--- src/hw/pwm_timer_defs.svh ---
// Register offsets, field positions, reset values and timing counts of the PWM timer
`ifndef PWM_TIMER_DEFS_SVH
`define PWM_TIMER_DEFS_SVH

`define OFS_CONTROL       12'h000
`define OFS_HIGH_RELOAD   12'h004
`define OFS_LOW_RELOAD    12'h008
`define OFS_PERIOD        12'h00C
`define OFS_CLOCK_CTRL    12'h010
`define OFS_FREEZE_SET    12'h014
`define OFS_FREEZE_CLEAR  12'h018
`define OFS_STATUS        12'h01C

`define CTRL_RUN_BIT      0
`define CTRL_FAST_BIT     1
`define CTRL_DIV10_BIT    2
`define CTRL_CLKOUT_BIT   3
`define CLK_ENABLE_BIT    0
`define CLK_DIV_LSB       1
`define FREEZE_TIMER_BIT  0

`define RESET_WORD        16'h0000
`define DIV10_TERMINAL    4'h9
`define SYS_CLOCK_HZ      50000000
`define SLOW_CLOCK_HZ     32000
`define FAST_CLOCK_HZ     16000000
`define SLOW_TICK_CYCLES  (`SYS_CLOCK_HZ / `SLOW_CLOCK_HZ)
`define FAST_TICK_CYCLES  (`SYS_CLOCK_HZ / `FAST_CLOCK_HZ)

`endif

--- src/hw/pwm_timer_pkg.sv ---
// Types shared by the PWM timer
package pwm_timer_pkg;

   typedef struct packed {
      logic        psel;
      logic        penable;
      logic        pwrite;
      logic [11:0] paddr;
      logic [31:0] pwdata;
   } apb_req_t;

   typedef struct packed {
      logic [31:0] prdata;
      logic        pready;
      logic        pslverr;
   } apb_rsp_t;

   typedef enum logic [2:0] {
      ST_IDLE  = 3'b001,
      ST_HIGH  = 3'b010,
      ST_LOW   = 3'b100
   } phase_t;

   typedef struct packed {
      logic [3:0]  control;
      logic [2:0]  clock_ctrl;
      logic        frozen;
      logic [15:0] high_phase_reload;
      logic [15:0] low_phase_reload;
      logic [15:0] interrupt_period_value;
      logic [15:0] high_shadow;
      logic [15:0] low_shadow;
      logic [15:0] phase_counter;
      logic [15:0] period_counter;
      phase_t      phase;
      logic        started;
      logic [10:0] prescale;
      logic [3:0]  div10;
      logic        sq_wave;
      logic        primary_pulse_output;
      logic        inverted_pulse_output;
      logic        timer_interrupt;
      logic [31:0] prdata;
      logic        pready;
      logic        pslverr;
   } timer_state_t;

endpackage

--- src/hw/dual_counter_pwm_timer.sv ---
// Dual down-counter PWM timer with APB register access
//
// The APB slave port and the register addresses were left to the implementer.
`timescale 1ns/100ps
`include "pwm_timer_defs.svh"

// Summary of operation
// - A 16-bit phase counter, a 16-bit period counter and three reload registers reset to zero.
// - The count tick is 32 kHz by default or 16/8/4/2 MHz when fast select and clock enable are set.
// - An optional fixed divide by ten slows only the period counter tick.
// - Setting run raises the interrupt, loads both counters and then decrements them per tick.
// - At zero the phase counter reloads alternately from the high and low shadow values.
// - The primary output is high in the high phase, low in the low phase, and the other is its inverse while run is set.
// - In clock-output mode the high phase carries the tick clock divided by two at 50 percent duty.
// - A zero period counter waits for phase zero in a low phase, then interrupts and reloads both.
// - Reload writes reach the shadows only at start and when both counters are zero at the end of a low phase.
// - At start both counters and the primary output are low so an interrupt is issued at once.
// - While not running all state resets except the three reload registers, control, clock control and the freeze flag.
// - Reads at the period address give the period counter, at reload addresses the phase counter.
// - The freeze-set bit halts all counting and the freeze-clear bit resumes from held values.
// - The interrupt comes at the first cycle end after the period counter has counted down to zero.
module dual_counter_pwm_timer
   import pwm_timer_pkg::*;
(
   input  wire logic        clk,
   input  wire logic        rst,
   input  wire logic        psel,
   input  wire logic        penable,
   input  wire logic        pwrite,
   input  wire logic [11:0] paddr,
   input  wire logic [31:0] pwdata,
   output logic      [31:0] prdata,
   output logic             pready,
   output logic             pslverr,
   output logic             primary_pulse_output,
   output logic             inverted_pulse_output,
   output logic             timer_interrupt
);

   localparam logic [10:0] SLOW_TICK = 11'(`SLOW_TICK_CYCLES - 1);
   localparam logic [10:0] FAST_TICK = 11'(`FAST_TICK_CYCLES - 1);

   timer_state_t s;
   timer_state_t next_s;
   apb_req_t     req;

   logic        run;
   logic        fast;
   logic [10:0] tick_limit;
   logic        tick;
   logic        period_tick;
   logic        wr;
   logic        rd;
   logic        cycle_end;

   always_comb begin
      req = '{psel: psel, penable: penable, pwrite: pwrite, paddr: paddr, pwdata: pwdata};
   end

   // Tick selection; the fast rate is scaled from 16 MHz by the peripheral divider
   always_comb begin
      run  = s.control[`CTRL_RUN_BIT];
      fast = s.control[`CTRL_FAST_BIT] && s.clock_ctrl[`CLK_ENABLE_BIT];
      tick_limit = fast ? 11'(((32'(FAST_TICK) + 32'd1)
                   << s.clock_ctrl[`CLK_DIV_LSB +: 2]) - 32'd1) : SLOW_TICK;
      tick = run && !s.frozen && (s.prescale == tick_limit);
      period_tick = tick && (!s.control[`CTRL_DIV10_BIT]
                    || s.div10 == `DIV10_TERMINAL);
      wr = req.psel && req.penable && req.pwrite;
      rd = req.psel && !req.penable && !req.pwrite;
      cycle_end = (s.phase == ST_LOW) && (s.phase_counter == `RESET_WORD)
                  && (s.period_counter == `RESET_WORD);
   end

   // Next-state logic for bus, counters and outputs
   // Every output is set here from the state after the coming edge, so the
   // registered pins never lag the phase that they report. The start branch
   // drives the outputs as well; otherwise the first high phase would show one
   // clock short on the pin.
   always_comb begin
      next_s = s;
      next_s.pready  = req.psel && !req.penable; // One wait-free access phase
      next_s.pslverr = 1'b0;
      next_s.timer_interrupt = 1'b0;

      // Register writes take effect in the access cycle
      if (wr) begin
         unique case (req.paddr)
            `OFS_CONTROL:      next_s.control = req.pwdata[3:0];
            `OFS_HIGH_RELOAD:  next_s.high_phase_reload = req.pwdata[15:0];
            `OFS_LOW_RELOAD:   next_s.low_phase_reload = req.pwdata[15:0];
            `OFS_PERIOD:       next_s.interrupt_period_value = req.pwdata[15:0];
            `OFS_CLOCK_CTRL:   next_s.clock_ctrl = req.pwdata[2:0];
            `OFS_FREEZE_SET: begin
               if (req.pwdata[`FREEZE_TIMER_BIT]) next_s.frozen = 1'b1;
            end
            `OFS_FREEZE_CLEAR: begin
               if (req.pwdata[`FREEZE_TIMER_BIT]) next_s.frozen = 1'b0;
            end
            `OFS_STATUS: ;
            default: ;
         endcase
      end

      // Read data captured in setup so it stands in the access phase
      if (rd) begin
         unique case (req.paddr)
            `OFS_CONTROL:      next_s.prdata = {28'h0000000, s.control};
            `OFS_HIGH_RELOAD:  next_s.prdata = {16'h0000, s.phase_counter};
            `OFS_LOW_RELOAD:   next_s.prdata = {16'h0000, s.phase_counter};
            `OFS_PERIOD:       next_s.prdata = {16'h0000, s.period_counter};
            `OFS_CLOCK_CTRL:   next_s.prdata = {29'h00000000, s.clock_ctrl};
            `OFS_FREEZE_SET:   next_s.prdata = {31'h00000000, s.frozen};
            `OFS_FREEZE_CLEAR: next_s.prdata = {31'h00000000, s.frozen};
            `OFS_STATUS:       next_s.prdata = {29'h00000000, s.phase};
            default: begin
               next_s.prdata  = 32'h00000000;
            end
         endcase
      end
      if (req.psel && !req.penable) begin
         next_s.pslverr = (req.paddr > `OFS_STATUS) || (req.paddr[1:0] != 2'h0);
      end

      if (!run) begin
         // Disabled: everything but the programmed values held in reset
         next_s.frozen = s.frozen;
         next_s.high_shadow = `RESET_WORD;
         next_s.low_shadow = `RESET_WORD;
         next_s.phase_counter = `RESET_WORD;
         next_s.period_counter = `RESET_WORD;
         next_s.phase = ST_IDLE;
         next_s.started = 1'b0;
         next_s.prescale = 11'h000;
         next_s.div10 = 4'h0;
         next_s.sq_wave = 1'b0;
         next_s.primary_pulse_output = 1'b0;
      end else if (!s.started) begin
         // Start-up counts as a finished cycle: interrupt and load at once
         next_s.started = 1'b1;
         next_s.timer_interrupt = 1'b1;
         next_s.high_shadow = s.high_phase_reload;
         next_s.low_shadow = s.low_phase_reload;
         next_s.phase_counter = s.high_phase_reload;
         next_s.period_counter = s.interrupt_period_value;
         next_s.phase = ST_HIGH;
         next_s.prescale = 11'h000;
         // High phase begins now, so the pin goes with it
         next_s.primary_pulse_output = s.control[`CTRL_CLKOUT_BIT] ? s.sq_wave : 1'b1;
      end else if (!s.frozen) begin
         next_s.prescale = tick ? 11'h000 : s.prescale + 11'h001;
         if (tick && s.control[`CTRL_DIV10_BIT]) begin
            next_s.div10 = (s.div10 == `DIV10_TERMINAL) ? 4'h0 : s.div10 + 4'h1;
         end
         if (tick) begin
            next_s.sq_wave = ~s.sq_wave;
            if (cycle_end) begin
               next_s.timer_interrupt = 1'b1;
               next_s.high_shadow = s.high_phase_reload;
               next_s.low_shadow = s.low_phase_reload;
               next_s.phase_counter = s.high_phase_reload;
               next_s.period_counter = s.interrupt_period_value;
               next_s.phase = ST_HIGH;
               next_s.div10 = 4'h0;
            end else begin
               if (s.phase_counter == `RESET_WORD) begin
                  // Zero is a counted tick, so each phase lasts reload plus one
                  next_s.phase = (s.phase == ST_HIGH) ? ST_LOW : ST_HIGH;
                  next_s.phase_counter = (s.phase == ST_HIGH) ? s.low_shadow
                                         : s.high_shadow;
               end else begin
                  next_s.phase_counter = s.phase_counter - 16'h0001;
               end
               if (period_tick && s.period_counter != `RESET_WORD) begin
                  next_s.period_counter = s.period_counter - 16'h0001;
               end
            end
         end
         // Output follows the phase after this tick
         unique case (next_s.phase)
            ST_HIGH: next_s.primary_pulse_output =
                     s.control[`CTRL_CLKOUT_BIT] ? next_s.sq_wave : 1'b1;
            ST_LOW:  next_s.primary_pulse_output = 1'b0;
            ST_IDLE: next_s.primary_pulse_output = 1'b0;
         endcase
      end
      next_s.inverted_pulse_output = ~next_s.primary_pulse_output & run;
   end

   // State register
   always_ff @(posedge clk) begin
      if (rst) begin
         s <= '{phase: ST_IDLE, default: '0};
      end else begin
         s <= next_s;
      end
   end

   assign prdata = s.prdata;
   assign pready = s.pready;
   assign pslverr = s.pslverr;
   assign primary_pulse_output = s.primary_pulse_output;
   assign inverted_pulse_output = s.inverted_pulse_output;
   assign timer_interrupt = s.timer_interrupt;
endmodule

--- config.mk ---
export PLATFORM = sky130hd
export DESIGN_NAME = dual_counter_pwm_timer
export DESIGN_NICKNAME = d
export VERILOG_FILES = /design/src/hw/pwm_timer_pkg.sv /design/src/hw/dual_counter_pwm_timer.sv
export VERILOG_INCLUDE_DIRS = /design/src /design/src/hw
export SDC_FILE = /design/constraint.sdc
export NUM_CORES = 1
export LEC_CHECK = 0
export BUFFER_PORTS_ARGS = -buffer_cell sky130_fd_sc_hd__buf_2
export CORE_MARGIN = 4
export CORE_UTILIZATION = 59
export CTS_CLUSTER_DIAMETER = 40
export DETAILED_ROUTE_END_ITERATION = 8
export GPL_ROUTABILITY_DRIVEN = 0
export PLACE_DENSITY = 0.86
export SLEW_MARGIN = 20
export SYNTH_ARGS = -nofsm -noshare
export SYNTH_HDL_FRONTEND = slang
export SYNTH_SLANG_ARGS = --single-unit
--- constraint.sdc ---
create_clock -name clk -period 2.8 [get_ports clk]
set_input_delay 0.28 -clock clk [delete_from_list [all_inputs] [get_ports clk]]
set_output_delay 0.28 -clock clk [all_outputs]
set_load 0.03 [all_outputs]
==> impl_metrics.toml, run 1 <==
[status]
result_of_the_run = "finished clean"

[drt]
detail_route.drc_violations = 0
first_iter_violations = 716
drtAntennaViolNets = 0
first_pass_iters = 6
drt-vias-per-instance = 6.14
num_vias = 7550
drt_wl_total_um = 21600
drt-wirelength-per-cell_um = 17.6

[yosys]
yosys_warnings = 0
synth_top_flop_cell = "sky130_fd_sc_hd__dfxtp_1"
netlist_area_mm2 = 0.00802
syn-mean-instance-area_um2 = 7.96
ys_async_sr_fraction_pct = 0
ys_seq_area_share_pct = 40.2
synth_cells = 1008
number_of_enable_flip_flop_cells_after_synthesis = 0
yosysUniqueCellTypes = 81
synth.ff_latch_count = 161

[timing]
portion_of_the_clock_cycle_consumed_by_the_worst_path_in_the_final_layout_pct = 97.4
fmaxAchievable_mhz = 367
final_worst_slack_ns = 0.0721
final.min_clock_period_ns = 2.73
tightestPinTransition_ns = 0.801
setup_tns_ns = 0
final-hold-violation-count = 0
final_max_slew_viol_count = 0
slew_headroom_pct = 46.6
setup_violations = 0
fin_skew_ns = 0.0121
timing.hold.ws_ns = 0.124

[cells_and_area]
postLayoutCellArea_mm2 = 0.00900
n_diodes = 0
drive_above_1_share_pct = 17.9
fin_util_pct = 67.7
num-nets-final = 1094
layout.cells.most_common = "sky130_fd_sc_hd__nand2_1"
mostFrequentLayoutCells = "sky130_fd_sc_hd__nand2_1, sky130_fd_sc_hd__dfxtp_1, sky130_fd_sc_hd__a21oi_1, sky130_fd_sc_hd__nor2_1, sky130_fd_sc_hd__buf_2"
fin_cells = 1230
synthToLayoutAreaGrowth_pct = 12.2
num-fill-cells = 1060

[critical_path]
worstPathMaxFanout = 13
worst-endpoint-arrival_ns = 3.01
endpoint_kind = "flop"
timing_worst_setup_path_type = "flop to flop"
critPathLaunchType = "flop"
cp_data_required_time_ns = 3.09

[floorplanning]
rows = 42
i_o_pins = 86
fp.dieArea_mm2 = 0.0155
die_w_um = 125
standard_cell_core_area_mm2 = 0.0133
start_util_pct = 60.3
die_h_um = 125

[cts]
tritoncts.num_buffers = 17
clock_tree_from_tritoncts = "built"
clk_latency_ns = 0.43
clockBufferDepth = 2
htree_num_levels = 4
num_clock_sinks = 161
cts_root_buf = "sky130_fd_sc_hd__clkbuf_16"
clkSlewWorstSetupHoldPaths_ns = 0.07
cts-hold-fix-buffers = 0

[global_routing]
grt-busiest-layer = "met2"
global_route.usage.met3_pct = 5.92
gr-usage-met2_pct = 44.1
grt_max_degree = 75
gr-total-overflow = 0
met1_track_demand_over_resource_in_global_routing_pct = 35.9
wire_length_of_the_first_global_routing_pass_um = 35100
grt_antenna_before_repair = 0
first_global_vias = 7044
grt.total_usage_pct = 27.4

[placed_design]
dpl-instance-area_mm2 = 0.00839
place.port_buffers = 53
pre_cts_slack_ns = 0.117
place_inst = 1197
dp_hpwl_um = 14900

[pwr]
peakVddDrop_mv = 0.507
leakagePower_nw = 3.21
power.density_mw_per_mm2 = 522
finalPower_mw = 4.70

[job]
maxCapViolCount = 0

[worst_hold_path]
worstHoldPathType = "input port to flop"
==> final cells by class <==
cell class | instances | area [um2] | share of cell area, %
flip-flops and latches | 161 | 3220 | 35.8
multi-input cells | 755 | 4280 | 47.5
inverters | 11 | 41.3 | 0.459
clock inverters | 12 | 123 | 1.36
repair buffers | 96 | 663 | 7.37
clock buffers | 19 | 453 | 5.03
well taps | 176 | 220 | 2.45
==> Yosys cell counts, types with 3 or more instances <==
cell,n,area share [%]
sky130_fd_sc_hd__mux2i_1,12,1.5
sky130_fd_sc_hd__or4_1,11,1.0
sky130_fd_sc_hd__nand2b_1,6,0.47
sky130_fd_sc_hd__xnor2_1,6,0.66
sky130_fd_sc_hd__a21oi_1,118,7.4
sky130_fd_sc_hd__and3_1,6,0.47
sky130_fd_sc_hd__xor2_1,19,2.1
sky130_fd_sc_hd__a21oi_2,16,1.7
sky130_fd_sc_hd__nand2_1,195,9.1
sky130_fd_sc_hd__nor4_1,8,0.62
sky130_fd_sc_hd__o21ai_0,29,1.8
sky130_fd_sc_hd__buf_4,37,3.5
sky130_fd_sc_hd__and3b_1,4,0.44
sky130_fd_sc_hd__clkbuf_1,46,2.2
sky130_fd_sc_hd__nand3_1,43,2.7
sky130_fd_sc_hd__nand4_1,11,0.86
sky130_fd_sc_hd__or3b_2,3,0.33
sky130_fd_sc_hd__o221ai_1,3,0.33
sky130_fd_sc_hd__a211oi_1,4,0.37
sky130_fd_sc_hd__nor3_1,23,1.4
sky130_fd_sc_hd__nor2b_1,5,0.39
sky130_fd_sc_hd__nor2_1,86,4.0
sky130_fd_sc_hd__o211ai_1,4,0.37
sky130_fd_sc_hd__dfxtp_1,161,40
sky130_fd_sc_hd__a221oi_1,4,0.44
sky130_fd_sc_hd__or3_1,6,0.47
sky130_fd_sc_hd__a211oi_2,4,0.62
sky130_fd_sc_hd__ha_1,3,0.47
sky130_fd_sc_hd__nand2_4,8,1.1
sky130_fd_sc_hd__nand2_2,6,0.47
sky130_fd_sc_hd__buf_2,8,0.50
sky130_fd_sc_hd__o21ai_1,6,0.37
sky130_fd_sc_hd__a31oi_1,13,1.0
sky130_fd_sc_hd__nor3b_1,5,0.47
sky130_fd_sc_hd__inv_1,10,0.47
sky130_fd_sc_hd__a22oi_1,20,1.9
sky130_fd_sc_hd__nand3b_1,4,0.37
==> layer usage <==
| layer | vias up | part of all wire (%) |
|---|---|---|
| met4 | 0 | 2.9 |
| met2 | 362 | 47 |
| li1 | 3553 | - |
| met5 | - | 0 |
| met1 | 3563 | 41 |
| met3 | 72 | 8.7 |
==> power by group <==
group          switching (mW)  leakage [nW]  internal (mW)
Sequential            0.00127          1.30           2.29
Clock                   0.998         0.279           1.29
Combinational          0.0953          1.63         0.0273
==> cells by family (layout without fill, tap and decap cells) <==
kind of cell | count (synthesis) | in the layout | share of synthesized area, %
compound gates | 250 | 250 | 20.6
xor+xnor | 25 | 25 | 2.73
other cells | 1 | 16 | 0.0468
buf+inv | 107 | 138 | 7.39
flops | 161 | 161 | 40.2
mux | 13 | 13 | 1.64
simple gates | 448 | 448 | 26.9
fa+ha+maj | 3 | 3 | 0.468
==> critical path, stage by stage (launching register included) <==
cell and delay (ns):
sky130_fd_sc_hd__dfxtp_1 0.32, sky130_fd_sc_hd__inv_1 0.08, sky130_fd_sc_hd__ha_1 0.20, sky130_fd_sc_hd__or3b_2 0.52, sky130_fd_sc_hd__nor3_4 0.33, sky130_fd_sc_hd__and4_1 0.40, sky130_fd_sc_hd__a21oi_2 0.09, sky130_fd_sc_hd__o21a_4 0.28
sky130_fd_sc_hd__a211oi_1 0.28, sky130_fd_sc_hd__a211oi_2 0.07
==> sequential cells by signal, indices dropped and copies added (netlist names) <==
register / count
pslverr: 1
timer_interrupt: 1
primary_pulse_output: 1
run: 1
prdata: 16
inverted_pulse_output: 1
pready: 1
s: 139
==> what timing repair did <==
item | CTS | global route
pin swaps | 0 | 1
buffers inserted | 0 | 2
endpoints found under the setup margin | 1 | 13
gates resized for setup | 1 | 1
==> final timing paths <==
check / endpoint / slack [ns] / depth (start not counted) / startpoint
hold / removal: s[149]$_SDFFE_PP0P_ / 0.12 / 3 / pwdata[12]
setup / recovery: s[58]$_SDFFE_PP0P_ / 0.07 / 9 / s[73]$_SDFFE_PP0P_
hold reg to reg: s[99]$_SDFFE_PP0P_ / 0.45 / 2 / s[99]$_SDFFE_PP0P_
setup reg to reg: s[58]$_SDFFE_PP0P_ / 0.07 / 9 / s[73]$_SDFFE_PP0P_
Note: power is estimated with default switching activity, not from simulation.
==> inputs of run 2 (changes only) <==
--- a/config.mk
+++ b/config.mk
@@ -12,7 +12,7 @@
 export CTS_CLUSTER_DIAMETER = 40
 export DETAILED_ROUTE_END_ITERATION = 8
 export GPL_ROUTABILITY_DRIVEN = 0
-export PLACE_DENSITY = 0.86
+export PLACE_DENSITY = 0.82
 export SLEW_MARGIN = 20
 export SYNTH_ARGS = -nofsm -noshare
 export SYNTH_HDL_FRONTEND = slang
==> run 2 against run 1 <==
Die area unchanged. Register-to-register slack improved by 0.07 ns. Clock power decreased by 2%. Power decreased by 1.1%. Highest routed layer unchanged. First-iteration DRC count fell by 8.0%. Critical path depth did not move. Flip-flop and latch count is the same. Wire length fell by 0.97%.
==> impl_metrics.toml, run 2 (same netlist as run 1, synthesis figures left out) <==
[global_routing]
grt_antenna_before_repair = 0
wire_length_of_the_first_global_routing_pass_um = 34900
gr-total-overflow = 0
first_global_vias = 6899
grt.total_usage_pct = 27.4
grt_max_degree = 75

[critical_path]
worstPathMaxFanout = 4
rrSetupSlack_ns = 0.14
critPathLaunchType = "flop"
reg2regPathDepth = 9
worst-endpoint-arrival_ns = 2.99
cp_data_required_time_ns = 3.13
critical_path.reg2reg.startpoint = "s[73]$_SDFFE_PP0P_"
timing_worst_setup_path_type = "flop to flop"
endpoint_kind = "flop"
rr_endpoint = "inverted_pulse_output$_SDFF_PP0_"

[cts]
cts_root_buf = "sky130_fd_sc_hd__clkbuf_16"
num_clock_sinks = 161
cts-hold-fix-buffers = 0
clk_latency_ns = 0.44
clkSlewWorstSetupHoldPaths_ns = 0.06
tritoncts.num_buffers = 17
clock_tree_from_tritoncts = "built"
htree_num_levels = 4
clockBufferDepth = 2

[drt]
detail_route.drc_violations = 0
first_iter_violations = 659
first_pass_iters = 5
drt_wl_total_um = 21400
drt-vias-per-instance = 6.00
num_vias = 7362
drt-wirelength-per-cell_um = 17.4
drtAntennaViolNets = 0

[floorplanning]
standard_cell_core_area_mm2 = 0.0133
die_w_um = 125
i_o_pins = 86
rows = 42
start_util_pct = 60.3
die_h_um = 125
fp.dieArea_mm2 = 0.0155

[cells_and_area]
layout.cells.most_common = "sky130_fd_sc_hd__nand2_1"
fin_util_pct = 67.4
drive_above_1_share_pct = 17.6
largest_register_ffs = 139
n_diodes = 0
mostFrequentLayoutCells = "sky130_fd_sc_hd__nand2_1, sky130_fd_sc_hd__dfxtp_1, sky130_fd_sc_hd__a21oi_1, sky130_fd_sc_hd__nor2_1, sky130_fd_sc_hd__buf_2"
max_flop_register = "s"
num-nets-final = 1092
synthToLayoutAreaGrowth_pct = 11.7
fin_cells = 1228

[timing]
final.min_clock_period_ns = 2.66
tightestPinTransition_ns = 0.817
setup_violations = 0
portion_of_the_clock_cycle_consumed_by_the_worst_path_in_the_final_layout_pct = 95.0
grt_setup_unrepaired = "false"
fmaxAchievable_mhz = 376
setup_tns_ns = 0
final_max_slew_viol_count = 0
final-hold-violation-count = 0
fin_skew_ns = 0.0166
slew_headroom_pct = 45.5
final_worst_slack_ns = 0.140

[pwr]
peakVddDrop_mv = 0.475
leakagePower_nw = 3.18
power.density_mw_per_mm2 = 519

[placed_design]
place_inst = 1194
place.port_buffers = 53
pre_cts_slack_ns = 0.172
dp_hpwl_um = 14500

[worst_hold_path]
worstHoldPathType = "input port to flop"
holdPathEnd = "s[161]$_SDFFE_PP0P_"
hold_start = "pwdata[8]"
worstHoldPathCells = 3

[job]
maxCapViolCount = 0

[status]
result_of_the_run = "finished clean"
-- run 2: worst max-delay path: stages, from the launching register on --
cell and delay (ns):
sky130_fd_sc_hd__dfxtp_1 0.31, sky130_fd_sc_hd__inv_1 0.07, sky130_fd_sc_hd__ha_1 0.20, sky130_fd_sc_hd__or3b_2 0.52
sky130_fd_sc_hd__nor3_4 0.31, sky130_fd_sc_hd__and2_1 0.29, sky130_fd_sc_hd__a21o_1 0.11, sky130_fd_sc_hd__o21ai_0 0.08
sky130_fd_sc_hd__or4_1 0.45, sky130_fd_sc_hd__and3_1 0.19
-- run 2: timing repair --
action / 4_1_cts / 5_1_grt
hold endpoints to repair: 0 / 0
gates resized for setup: 0 / 1
setup endpoints to repair: 0 / 6
buffers inserted: 0 / 3
-- run 2: how the worst max path moves through the flow --
| stage | end | cells after the start | slack [ns] | start |
|---|---|---|---|---|
| after floorplan | s[71]$_SDFFE_PP0P_ | 11 | 0.32 | s[73]$_SDFFE_PP0P_ |
| after global placement | s[66]$_SDFFE_PP0P_ | 10 | 0.24 | s[73]$_SDFFE_PP0P_ |
| after detailed placement | s[66]$_SDFFE_PP0P_ | 10 | 0.17 | s[73]$_SDFFE_PP0P_ |
| after CTS | inverted_pulse_output$_SDFF_PP0_ | 9 | 0.13 | s[73]$_SDFFE_PP0P_ |
| after global routing | s[61]$_SDFFE_PP0P_ | 10 | 0.03 | s[73]$_SDFFE_PP0P_ |
| final | inverted_pulse_output$_SDFF_PP0_ | 9 | 0.14 | s[73]$_SDFFE_PP0P_ |
-- run 2: cell type report --
class | count | area (um2)
clock buffers | 21 | 460
flip-flops and latches | 161 | 3220
clock inverters | 10 | 103
multi-input cells | 755 | 4270
fillers | 1078 | 4340
repair buffers | 94 | 636
well taps | 176 | 220
inverters | 11 | 41.3
-- run 2: through the flow --
step	total power, mW	area [um2]	hold WS (ns)
2_1_floorplan	2.44	8080	0.420
3_3_place_gp	2.46	8370	0.438
3_5_place_dp	2.46	8370	0.444
4_1_cts	4.67	8930	0.107
5_1_grt	4.76	8960	0.127
6_report	4.65	8960	0.124
-- run 2: report_power, final --
part           total (mW)  leakage [nW]  internal [mW]  switching (mW)
sequential           2.29          1.30           2.29         0.00123
clock                2.23         0.271           1.28           0.957
combinational       0.122          1.61         0.0273          0.0945
-- run 2: per-layer routing --
metal / part of all wire [%] / wire length [um] / global-route usage [%] / vias to the layer above
li1: - / - / - / 3551
met1: 43 / 9220 / 37.0 / 3412
met2: 46 / 9790 / 43.0 / 356
met3: 9.1 / 1950 / 6.17 / 43
met4: 2.0 / 422 / 10.1 / 0
met5: 0 / 0 / 0 / -
